File: src/sps_pkg.sv
// Constants, timing counts and shared types for the sector program host.
// Assumes a single 200 MHz clock and a 64K x 16 asynchronous flash outside.
package sps_pkg;

  // Clock rate
  localparam int CLK_MHZ        = 200;

  // Pin timing in ns as printed
  localparam int T_WP_NS        = 200;   // Write pulse width low
  localparam int T_WPH_NS       = 200;   // Write pulse width high
  localparam int T_ACC_NS       = 150;   // Address to output delay
  localparam int T_OEHP_NS      = 150;   // Output enable high pulse

  // Least times, rounded up to cycles
  localparam int WP_CYC         = (T_WP_NS * CLK_MHZ + 999) / 1000;
  localparam int WPH_CYC        = (T_WPH_NS * CLK_MHZ + 999) / 1000;
  localparam int ACC_CYC        = (T_ACC_NS * CLK_MHZ + 999) / 1000;
  localparam int OEHP_CYC       = (T_OEHP_NS * CLK_MHZ + 999) / 1000;

  // Long times, in their own units
  localparam int T_WLC_US       = 150;   // Word load timeout
  localparam int T_WC_MS        = 20;    // Sector program cycle time

  // Engine counter width
  localparam int CNT_W          = 8;

  // Sector geometry
  localparam int ADDR_W         = 16;
  localparam int DATA_W         = 16;
  localparam int IDX_W          = 7;
  localparam int SECTOR_WORDS   = 128;
  localparam logic [IDX_W-1:0] LAST_IDX = 7'h7f;
  localparam int SECT_LSB       = 7;

  // Status bit positions
  localparam int TOGGLE_LOW_BIT = 6;     // toggle_flag_low
  localparam int TOGGLE_HIGH_BIT = 14;   // toggle_flag_high

  // Command preamble, addresses fifteen bits, data low byte
  localparam int PRE_STEPS      = 3;
  localparam logic [1:0] LAST_STEP = 2'h2;
  localparam logic [ADDR_W-1:0] UNL_ADDR_A = 16'h5555;
  localparam logic [ADDR_W-1:0] UNL_ADDR_B = 16'h2aaa;
  localparam logic [DATA_W-1:0] UNL_DATA_A = 16'h00aa;
  localparam logic [DATA_W-1:0] UNL_DATA_B = 16'h0055;
  localparam logic [DATA_W-1:0] CODE_PGM   = 16'h00a0;
  localparam logic [DATA_W-1:0] CODE_ID_IN = 16'h0090;
  localparam logic [DATA_W-1:0] CODE_ID_OUT = 16'h00f0;

  // User commands
  typedef enum logic [1:0] {
    OP_READ,
    OP_PROGRAM,
    OP_ID_ENTER,
    OP_ID_EXIT
  } sps_op_e;

endpackage

File: src/sps_bus_if.sv
// Handshake between the sequencer and the pin cycle engine.
// Assumes both sides share one clock; start and done are one-cycle pulses.
interface sps_bus_if;
  import sps_pkg::*;

  logic              start;  // Launch one pin cycle
  logic              wr;     // High for write cycle
  logic [ADDR_W-1:0] addr;   // Cycle address
  logic [DATA_W-1:0] wdata;  // Write data
  logic              done;   // Cycle finished
  logic [DATA_W-1:0] rdata;  // Read data, valid with done

  // Sequencer side
  modport seq (output start, wr, addr, wdata, input done, rdata);
  // Engine side
  modport eng (input start, wr, addr, wdata, output done, rdata);
endinterface

File: src/sps_pin_engine.sv
// Pin cycle engine: one timed write or read cycle on the flash pins.
// Assumes the flash data input is synchronous to sys_clk.
module sps_pin_engine
  import sps_pkg::*;
(
  // Clock and reset
  input  wire logic              sys_clk,
  input  wire logic              rst,
  // Sequencer handshake
  sps_bus_if.eng                 bus,
  // Flash pins
  output logic [ADDR_W-1:0]      fl_addr,
  output logic                   fl_ce_n,
  output logic                   fl_oe_n,
  output logic                   fl_we_n,
  output logic [DATA_W-1:0]      fl_dq_o,
  output logic                   fl_dq_oe,
  input  wire logic [DATA_W-1:0] fl_dq_i
);

  typedef enum logic [2:0] {E_IDLE, E_WLOW, E_WHIGH, E_RD, E_RHIGH} sps_eng_e;

  sps_eng_e          st_r, st_nxt;          // Phase
  logic [CNT_W-1:0]  cnt_r, cnt_nxt;        // Phase timer
  logic [ADDR_W-1:0] addr_r, addr_nxt;      // Address pins
  logic              ce_r, ce_nxt;          // Chip enable, active low
  logic              oe_r, oe_nxt;          // Output enable, active low
  logic              we_r, we_nxt;          // Write strobe, active low
  logic [DATA_W-1:0] dout_r, dout_nxt;      // Data out
  logic              doe_r, doe_nxt;        // Data drive enable
  logic              done_r, done_nxt;      // Cycle done pulse
  logic [DATA_W-1:0] rdata_r, rdata_nxt;    // Captured read data

  // Next-state logic for the pin cycle
  always_comb begin
    st_nxt    = st_r;
    cnt_nxt   = cnt_r;
    addr_nxt  = addr_r;
    ce_nxt    = ce_r;
    oe_nxt    = oe_r;
    we_nxt    = we_r;
    dout_nxt  = dout_r;
    doe_nxt   = doe_r;
    done_nxt  = 1'b0;
    rdata_nxt = rdata_r;
    case (st_r)
      E_IDLE: begin
        if (bus.start) begin
          addr_nxt = bus.addr;
          ce_nxt   = 1'b0;
          if (bus.wr) begin
            // Write: output enable stays high while strobes are low
            oe_nxt   = 1'b1;
            we_nxt   = 1'b0;
            dout_nxt = bus.wdata;
            doe_nxt  = 1'b1;
            cnt_nxt  = CNT_W'(WP_CYC - 1);
            st_nxt   = E_WLOW;
          end else begin
            // Read: strobe both output and chip enable
            oe_nxt   = 1'b0;
            doe_nxt  = 1'b0;
            cnt_nxt  = CNT_W'(ACC_CYC - 1);
            st_nxt   = E_RD;
          end
        end
      end
      E_WLOW: begin
        // Hold the write pulse low
        if (cnt_r == '0) begin
          we_nxt  = 1'b1;
          ce_nxt  = 1'b1;
          cnt_nxt = CNT_W'(WPH_CYC - 1);
          st_nxt  = E_WHIGH;
        end else begin
          cnt_nxt = cnt_r - 1'b1;
        end
      end
      E_WHIGH: begin
        // Pulse high time, data still held
        if (cnt_r == '0) begin
          doe_nxt  = 1'b0;
          done_nxt = 1'b1;
          st_nxt   = E_IDLE;
        end else begin
          cnt_nxt = cnt_r - 1'b1;
        end
      end
      E_RD: begin
        // Wait access time then capture
        if (cnt_r == '0) begin
          rdata_nxt = fl_dq_i;
          oe_nxt    = 1'b1;
          ce_nxt    = 1'b1;
          cnt_nxt   = CNT_W'(OEHP_CYC - 1);
          st_nxt    = E_RHIGH;
        end else begin
          cnt_nxt = cnt_r - 1'b1;
        end
      end
      E_RHIGH: begin
        // Enables high long enough before the next read
        if (cnt_r == '0) begin
          done_nxt = 1'b1;
          st_nxt   = E_IDLE;
        end else begin
          cnt_nxt = cnt_r - 1'b1;
        end
      end
      default: begin
        st_nxt = E_IDLE;
      end
    endcase
  end

  // Registers of the pin cycle
  always_ff @(posedge sys_clk) begin
    if (rst) begin
      st_r    <= E_IDLE;
      cnt_r   <= '0;
      addr_r  <= '0;
      ce_r    <= 1'b1;
      oe_r    <= 1'b1;
      we_r    <= 1'b1;
      dout_r  <= '0;
      doe_r   <= 1'b0;
      done_r  <= 1'b0;
      rdata_r <= '0;
    end else begin
      st_r    <= st_nxt;
      cnt_r   <= cnt_nxt;
      addr_r  <= addr_nxt;
      ce_r    <= ce_nxt;
      oe_r    <= oe_nxt;
      we_r    <= we_nxt;
      dout_r  <= dout_nxt;
      doe_r   <= doe_nxt;
      done_r  <= done_nxt;
      rdata_r <= rdata_nxt;
    end
  end

  // Outputs straight from flops
  assign fl_addr   = addr_r;
  assign fl_ce_n   = ce_r;
  assign fl_oe_n   = oe_r;
  assign fl_we_n   = we_r;
  assign fl_dq_o   = dout_r;
  assign fl_dq_oe  = doe_r;
  assign bus.done  = done_r;
  assign bus.rdata = rdata_r;

endmodule

File: src/sps_host.sv
// Host sequencer for sector programming, status polling and identification.
// Assumes the user holds cmd and word data steady until taken by ready.
module sps_host
  import sps_pkg::*;
#(
  parameter int WLC_CYC   = T_WLC_US * CLK_MHZ,          // Word load limit
  parameter int WLC_GUARD = WLC_CYC - 2 * (WP_CYC + WPH_CYC), // Abort margin
  parameter int WC_CYC    = T_WC_MS * CLK_MHZ * 1000      // Poll limit
)(
  // Clock and reset
  input  wire logic              sys_clk,
  input  wire logic              rst,
  // Command port
  input  wire logic              cmd_valid,
  input  wire logic [1:0]        cmd_op,
  input  wire logic [ADDR_W-1:0] cmd_addr,
  output logic                   cmd_ready,
  // Sector word feed
  input  wire logic              wd_valid,
  input  wire logic [DATA_W-1:0] wd_data,
  output logic                   wd_ready,
  // Results
  output logic                   rd_valid,
  output logic [DATA_W-1:0]      rd_data,
  output logic                   op_done,
  output logic                   op_err,
  output logic                   id_mode,
  // Flash pins
  output logic [ADDR_W-1:0]      fl_addr,
  output logic                   fl_ce_n,
  output logic                   fl_oe_n,
  output logic                   fl_we_n,
  output logic [DATA_W-1:0]      fl_dq_o,
  output logic                   fl_dq_oe,
  input  wire logic [DATA_W-1:0] fl_dq_i
);

  typedef enum logic [2:0] {S_IDLE, S_SEQ, S_LOAD, S_POLL, S_READ} sps_st_e;

  // Preamble address per step
  function automatic logic [ADDR_W-1:0] pre_addr(input logic [1:0] step);
    pre_addr = (step == 2'h1) ? UNL_ADDR_B : UNL_ADDR_A;
  endfunction

  // Preamble data per step and command
  function automatic logic [DATA_W-1:0] pre_data(input logic [1:0] step, input sps_op_e op);
    if (step == 2'h0) begin
      pre_data = UNL_DATA_A;
    end else if (step == 2'h1) begin
      pre_data = UNL_DATA_B;
    end else if (op == OP_PROGRAM) begin
      pre_data = CODE_PGM;
    end else if (op == OP_ID_ENTER) begin
      pre_data = CODE_ID_IN;
    end else begin
      pre_data = CODE_ID_OUT;
    end
  endfunction

  sps_bus_if bus ();

  sps_st_e           st_r, st_nxt;            // Sequencer state
  sps_op_e           op_r, op_nxt;            // Current command
  logic [ADDR_W-1:0] addr_r, addr_nxt;        // Command address
  logic [1:0]        step_r, step_nxt;        // Preamble step
  logic [IDX_W-1:0]  idx_r, idx_nxt;          // Word index in sector
  logic [31:0]       tmr_r, tmr_nxt;          // Load or poll timer
  logic              wait_r, wait_nxt;        // Pin cycle outstanding
  logic              start_r, start_nxt;      // Launch pulse
  logic              bwr_r, bwr_nxt;          // Launch is a write
  logic [ADDR_W-1:0] baddr_r, baddr_nxt;      // Launch address
  logic [DATA_W-1:0] bdata_r, bdata_nxt;      // Launch data
  logic [1:0]        prev_r, prev_nxt;        // Last toggle pair
  logic              havep_r, havep_nxt;      // A previous read exists
  logic              cmdr_r, cmdr_nxt;        // Command ready
  logic              wdr_r, wdr_nxt;          // Word ready
  logic              rdv_r, rdv_nxt;          // Read valid pulse
  logic [DATA_W-1:0] rdd_r, rdd_nxt;          // Read data
  logic              done_r, done_nxt;        // Done pulse
  logic              err_r, err_nxt;          // Error flag
  logic              idm_r, idm_nxt;          // Identification mode
  logic [1:0]        tog;                     // Toggle pair of this read

  assign tog = {bus.rdata[TOGGLE_HIGH_BIT], bus.rdata[TOGGLE_LOW_BIT]};

  // Sequencer next-state logic
  always_comb begin
    st_nxt    = st_r;
    op_nxt    = op_r;
    addr_nxt  = addr_r;
    step_nxt  = step_r;
    idx_nxt   = idx_r;
    tmr_nxt   = tmr_r;
    wait_nxt  = wait_r;
    start_nxt = 1'b0;
    bwr_nxt   = bwr_r;
    baddr_nxt = baddr_r;
    bdata_nxt = bdata_r;
    prev_nxt  = prev_r;
    havep_nxt = havep_r;
    rdv_nxt   = 1'b0;
    rdd_nxt   = rdd_r;
    done_nxt  = 1'b0;
    err_nxt   = err_r;
    idm_nxt   = idm_r;
    if (bus.done) begin
      wait_nxt = 1'b0;
    end
    case (st_r)
      S_IDLE: begin
        // New commands only while idle, after any program has finished or hit its poll limit
        if (cmd_valid && cmdr_r) begin
          op_nxt   = sps_op_e'(cmd_op);
          addr_nxt = cmd_addr;
          err_nxt  = 1'b0;
          step_nxt = 2'h0;
          if (sps_op_e'(cmd_op) == OP_READ) begin
            // Plain read, ids too in identification mode
            start_nxt = 1'b1;
            wait_nxt  = 1'b1;
            bwr_nxt   = 1'b0;
            baddr_nxt = cmd_addr;
            st_nxt    = S_READ;
          end else begin
            st_nxt = S_SEQ;
          end
        end
      end
      S_SEQ: begin
        // Unlock and command writes, always before any word load
        if (!wait_r) begin
          if (step_r <= LAST_STEP) begin
            start_nxt = 1'b1;
            wait_nxt  = 1'b1;
            bwr_nxt   = 1'b1;
            baddr_nxt = pre_addr(step_r);
            bdata_nxt = pre_data(step_r, op_r);
            step_nxt  = step_r + 1'b1;
          end else if (op_r == OP_PROGRAM) begin
            idx_nxt = '0;
            tmr_nxt = '0;
            st_nxt  = S_LOAD;
          end else begin
            // Entry or exit changes the read view
            idm_nxt  = (op_r == OP_ID_ENTER);
            done_nxt = 1'b1;
            st_nxt   = S_IDLE;
          end
        end
      end
      S_LOAD: begin
        // Full sector, every word under the same sector address
        tmr_nxt = tmr_r + 32'h1;
        if (wd_valid && wdr_r) begin
          start_nxt = 1'b1;
          wait_nxt  = 1'b1;
          bwr_nxt   = 1'b1;
          baddr_nxt = {addr_r[ADDR_W-1:SECT_LSB], idx_r};
          bdata_nxt = wd_data;
          idx_nxt   = idx_r + 1'b1;
          tmr_nxt   = '0;
          if (idx_r == LAST_IDX) begin
            havep_nxt = 1'b0;
            st_nxt    = S_POLL;
          end
        end else if (tmr_r >= 32'(WLC_GUARD)) begin
          // Feed too slow: partial sector, contents undefined
          err_nxt   = 1'b1;
          havep_nxt = 1'b0;
          tmr_nxt   = '0;
          st_nxt    = S_POLL;
        end
      end
      S_POLL: begin
        // Toggle polling at the fixed sector base address
        tmr_nxt = tmr_r + 32'h1;
        if (!wait_r && !start_r) begin
          start_nxt = 1'b1;
          wait_nxt  = 1'b1;
          bwr_nxt   = 1'b0;
          baddr_nxt = {addr_r[ADDR_W-1:SECT_LSB], {IDX_W{1'b0}}};
        end
        if (bus.done && !bwr_r) begin
          // Poll reads only, a late load write is no status; first read seeds
          prev_nxt  = tog;
          havep_nxt = 1'b1;
          if (havep_r && (tog == prev_r)) begin
            done_nxt = 1'b1;
            st_nxt   = S_IDLE;
          end
        end
        if (tmr_r >= 32'(WC_CYC) && st_nxt == S_POLL && !wait_nxt) begin
          err_nxt  = 1'b1;
          done_nxt = 1'b1;
          st_nxt   = S_IDLE;
        end
      end
      S_READ: begin
        // Return one read word
        if (bus.done) begin
          rdd_nxt  = bus.rdata;
          rdv_nxt  = 1'b1;
          done_nxt = 1'b1;
          st_nxt   = S_IDLE;
        end
      end
      default: begin
        st_nxt = S_IDLE;
      end
    endcase
    cmdr_nxt = (st_nxt == S_IDLE);
    wdr_nxt  = (st_nxt == S_LOAD) && !wait_nxt;
  end

  // Sequencer registers
  always_ff @(posedge sys_clk) begin
    if (rst) begin
      st_r    <= S_IDLE;
      op_r    <= OP_READ;
      addr_r  <= '0;
      step_r  <= 2'h0;
      idx_r   <= '0;
      tmr_r   <= '0;
      wait_r  <= 1'b0;
      start_r <= 1'b0;
      bwr_r   <= 1'b0;
      baddr_r <= '0;
      bdata_r <= '0;
      prev_r  <= 2'h0;
      havep_r <= 1'b0;
      cmdr_r  <= 1'b0;
      wdr_r   <= 1'b0;
      rdv_r   <= 1'b0;
      rdd_r   <= '0;
      done_r  <= 1'b0;
      err_r   <= 1'b0;
      idm_r   <= 1'b0;
    end else begin
      st_r    <= st_nxt;
      op_r    <= op_nxt;
      addr_r  <= addr_nxt;
      step_r  <= step_nxt;
      idx_r   <= idx_nxt;
      tmr_r   <= tmr_nxt;
      wait_r  <= wait_nxt;
      start_r <= start_nxt;
      bwr_r   <= bwr_nxt;
      baddr_r <= baddr_nxt;
      bdata_r <= bdata_nxt;
      prev_r  <= prev_nxt;
      havep_r <= havep_nxt;
      cmdr_r  <= cmdr_nxt;
      wdr_r   <= wdr_nxt;
      rdv_r   <= rdv_nxt;
      rdd_r   <= rdd_nxt;
      done_r  <= done_nxt;
      err_r   <= err_nxt;
      idm_r   <= idm_nxt;
    end
  end

  // Launch fields to the engine
  assign bus.start = start_r;
  assign bus.wr    = bwr_r;
  assign bus.addr  = baddr_r;
  assign bus.wdata = bdata_r;

  // User outputs from flops
  assign cmd_ready = cmdr_r;
  assign wd_ready  = wdr_r;
  assign rd_valid  = rdv_r;
  assign rd_data   = rdd_r;
  assign op_done   = done_r;
  assign op_err    = err_r;
  assign id_mode   = idm_r;

  // Pin cycle engine
  sps_pin_engine u_eng (
    .sys_clk  (sys_clk),
    .rst      (rst),
    .bus      (bus),
    .fl_addr  (fl_addr),
    .fl_ce_n  (fl_ce_n),
    .fl_oe_n  (fl_oe_n),
    .fl_we_n  (fl_we_n),
    .fl_dq_o  (fl_dq_o),
    .fl_dq_oe (fl_dq_oe),
    .fl_dq_i  (fl_dq_i)
  );

endmodule

File: config.mk
export PLATFORM = sky130hd
export DESIGN_NAME = sps_host
export DESIGN_NICKNAME = d
export VERILOG_FILES = /design/src/sps_pkg.sv /design/src/sps_bus_if.sv /design/src/sps_pin_engine.sv /design/src/sps_host.sv
export SDC_FILE = /design/constraint.sdc
export NUM_CORES = 1
export LEC_CHECK = 0
export BUFFER_PORTS_ARGS = -buffer_cell sky130_fd_sc_hd__buf_2
export CAP_MARGIN = 20
export CORE_MARGIN = 2
export CORE_UTILIZATION = 50
export DETAILED_ROUTE_END_ITERATION = 8
export GPL_TIMING_DRIVEN = 1
export PLACE_DENSITY = 0.71
export SYNTH_ARGS = -nofsm -noshare
export SYNTH_HDL_FRONTEND = slang
export SYNTH_SLANG_ARGS = --single-unit
File: constraint.sdc
create_clock -name sys_clk -period 3.2 [get_ports sys_clk]
set_clock_uncertainty 0.1 [all_clocks]
set_input_delay 0.64 -clock sys_clk [delete_from_list [all_inputs] [get_ports sys_clk]]
set_output_delay 0.64 -clock sys_clk [all_outputs]
set_load 0.005 [all_outputs]
==> impl_metrics.tcl <==
set metrics [dict create \
    status "finished clean" \
    drv_slew 0 \
    hp-start "baddr_r[0]" \
    drt_iter0_drc 607 \
    ant_nets 0 \
    cp.required_ns 3.38 \
    track_usage_pct 21.94 \
    worstPathArrival_ns 2.94 \
    timing.hold.ws_ns 0.3486 \
    min_period_ns 2.759 \
    power_frac_clock_pct 43.9 \
    switching_share_pct 23.68 \
    clk_latency_ns 0.43 \
    post_cts_buffers 0 \
    cts-hold-fix-buffers 0 \
    fin_util_pct 59.08 \
    layout_worst_path_cycle_share_pct 86.23 \
    worstPathMaxFanout 26 \
    startpoint "st_r[0]" \
    synth_cell_type_count 74 \
    post_drt_wl_per_cell_um 14.41 \
    die_h_um 130.3 \
    drt-total-wl_um 18560 \
    drc 0 \
    placed_cell_area_um2 8652 \
    ios 112 \
    power_density_nw_per_um2 542.4 \
    synth_nets 1040 \
    cts_buffers 17 \
    worst_r2r_endpoint "baddr_r[12]" \
    grt_setup_unrepaired "no" \
    leakage_uw 0.003473 \
    yosysSeqAreaShare_pct 44.91 \
    synth-main-ff-cell "dfxtp_1" \
    num_vias 6918 \
    finalSetupViolCount 0 \
    num_rows 46 \
    p_int_uw 3843 \
    grt_max_degree 71 \
    layout_common_cells "dfxtp_1, nand2_1, nor2_1" \
    dp_hpwl_um 12570 \
    synthArstFlopShare_pct 0 \
    root_buffer "clkbuf_16" \
    cp-endpoint "baddr_r[12]" \
    grt_pass1_wl_um 29730 \
    reg2reg_from "st_r[0]" \
    ctsResizeCount 0 \
    antennaDiodeCount 0 \
    combPwrFrac_pct 9.6 \
    drive_gt1_share_pct 17.63 \
    coreArea_um2 15710 \
    dieArea_um2 16980 \
    maxSlewHeadroom_pct 30.57 \
    antenna_found_initial 0 \
    dr.pass1.iters 5 \
    criticalPathCategory "reg -> reg" \
    area_delta_synth_final_pct 16.34 \
    finalSetupTns_ns 0 \
    hold_class "reg -> reg" \
    htreeDepth 4 \
    drv_cap 0 \
    syn_inst 974 \
    cts_tree "yes" \
    grt.overflow.total 0 \
    syn-cell-area_um2 7979 \
    fmax_ghz 0.3624 \
    r2r_cells 5 \
    grt_pass1_vias 6050 \
    reg2reg_slack_ns 0.44 \
    fin_area_um2 9283 \
    clk_path_buf_depth 2 \
    end_kind "flip-flop" \
    portBuffers 111 \
    cts.sinks 179 \
    die_w_um 130.3 \
    synth_warnings 0 \
    path_clk_slew_ns 0.07 \
    p_switching_uw 1193 \
    hold_viol 0 \
    routed_via_density 5.371 \
    start_util_pct 50.78 \
    worst_slew_pin_slew_ns 1.041 \
    synth_edf_count 0 \
    cp-start-kind "flip-flop" \
    seqPwrFrac_pct 46.4 \
    synth.avg_cell_area_um2 8.192 \
    synth-seq-cells 179 \
    vdd_drop_max_mv 0.4180 \
    power.total_uw 5035 \
    fin_nets 1125 \
    fillCellCount 1435 \
    routabilityCongestion 0.9014 \
    final_common_cell "dfxtp_1" \
]
[cells in the mapped netlist, types with 5 or more instances]
master,instances,area [µm²]
a31oi_1,7,43.79
nand3b_1,5,37.54
nand2_1,167,626.9
clkbuf_1,40,150.1
nor3_1,23,115.1
nor2_1,120,450.4
nor2b_1,5,31.28
o22ai_1,6,37.54
o31ai_1,5,37.54
xnor2_1,30,262.8
dfxtp_1,179,3583
a211oi_1,15,112.6
inv_1,23,86.33
o21ai_0,17,85.08
ha_1,12,150.1
a21oi_1,106,530.5
mux2i_1,23,230.2
and3_1,8,50.05
nand4_1,11,68.82
buf_2,13,65.06
nor4_1,11,68.82
nand3_1,30,150.1
a311oi_1,5,43.79
xor2_1,12,105.1
nand2_2,10,62.56
a21oi_2,10,87.58
[flip-flops by register name (all words and copies together) (netlist names), 2 cells and up]
register and cells:
tmr_r 32, baddr_r 16, bdata_r 16, rd_data 16, u_eng.bus.rdata 16, u_eng.fl_addr 16, u_eng.fl_dq_o 16, addr_r 9
u_eng.cnt_r 8, idx_r 7, st_r 3, u_eng.st_r 3, op_r 2, prev_r 2, step_r 2
[per-layer routing]
layer	GRT usage, %	share of wire [%]	up-vias
met3	5.289	5.2	25
met5	0	0	-
met2	33.91	47	184
li1	-	-	3520
met1	30.60	47	3189
met4	6.388	1.1	0
[final cells by class]
| type | count | area [µm²] | area share (%) |
|---|---|---|---|
| Clock inverter | 8 | 148.9 | 1.604 |
| Timing Repair Buffer | 125 | 663.1 | 7.144 |
| Clock buffer | 24 | 481.7 | 5.189 |
| Tap cell | 216 | 270.3 | 2.911 |
| Multi-Input combinational cell | 713 | 4049 | 43.62 |
| Sequential cell | 179 | 3583 | 38.60 |
| Inverter | 23 | 86.33 | 0.9300 |
[worst max-delay path: stages, from the launching register on]
cell and delay [ns]:
dfxtp_1 0.77, inv_1 0.23, o21ai_0 0.24, o2111a_1 0.89, mux2i_1 0.30, nor2_1 0.07
[through the flow]
| stage | setup WS [ns] | instances |
|---|---|---|
| floorplan | 1.234 | 974 |
| global placement | 0.6493 | 1256 |
| detailed placement | 0.5192 | 1256 |
| CTS | 0.4892 | 1288 |
| global route | 0.2369 | 1288 |
| finish | 0.4408 | 1288 |
[cells by family (layout without fill, tap and decap cells)]
logic type | count (synthesis) | count (layout) | share of synthesized area (%)
buffers and inverters | 82 | 180 | 4.406
muxes | 23 | 23 | 2.885
AOI/OAI and AO/OA | 210 | 210 | 16.45
and+or+nand+nor | 426 | 426 | 24.86
DFF | 179 | 179 | 44.91
adders and majority gates | 12 | 12 | 1.882
xor gates and xnor gates | 42 | 42 | 4.610
[worst min-delay path by stage]
stage	end	slack [ns]	cells after the start
floorplan	u_eng.fl_addr[10]	0.33	2
global placement	u_eng.fl_dq_o[1]	0.34	2
detailed placement	rd_data[2]	0.34	2
CTS	u_eng.bus.rdata[9]	0.34	3
global route	u_eng.bus.rdata[12]	0.33	3
finish	u_eng.fl_addr[0]	0.35	2
[power groups by stage]
stage	Combinational, µW	Clock, µW	Sequential (µW)
2_1_floorplan	364	0	2360
3_3_place_gp	475	0	2390
3_5_place_dp	478	0	2390
4_1_cts	480	2260	2340
5_1_grt	539	2340	2350
6_report	485	2210	2340
Power figures use the tool's default switching activity.
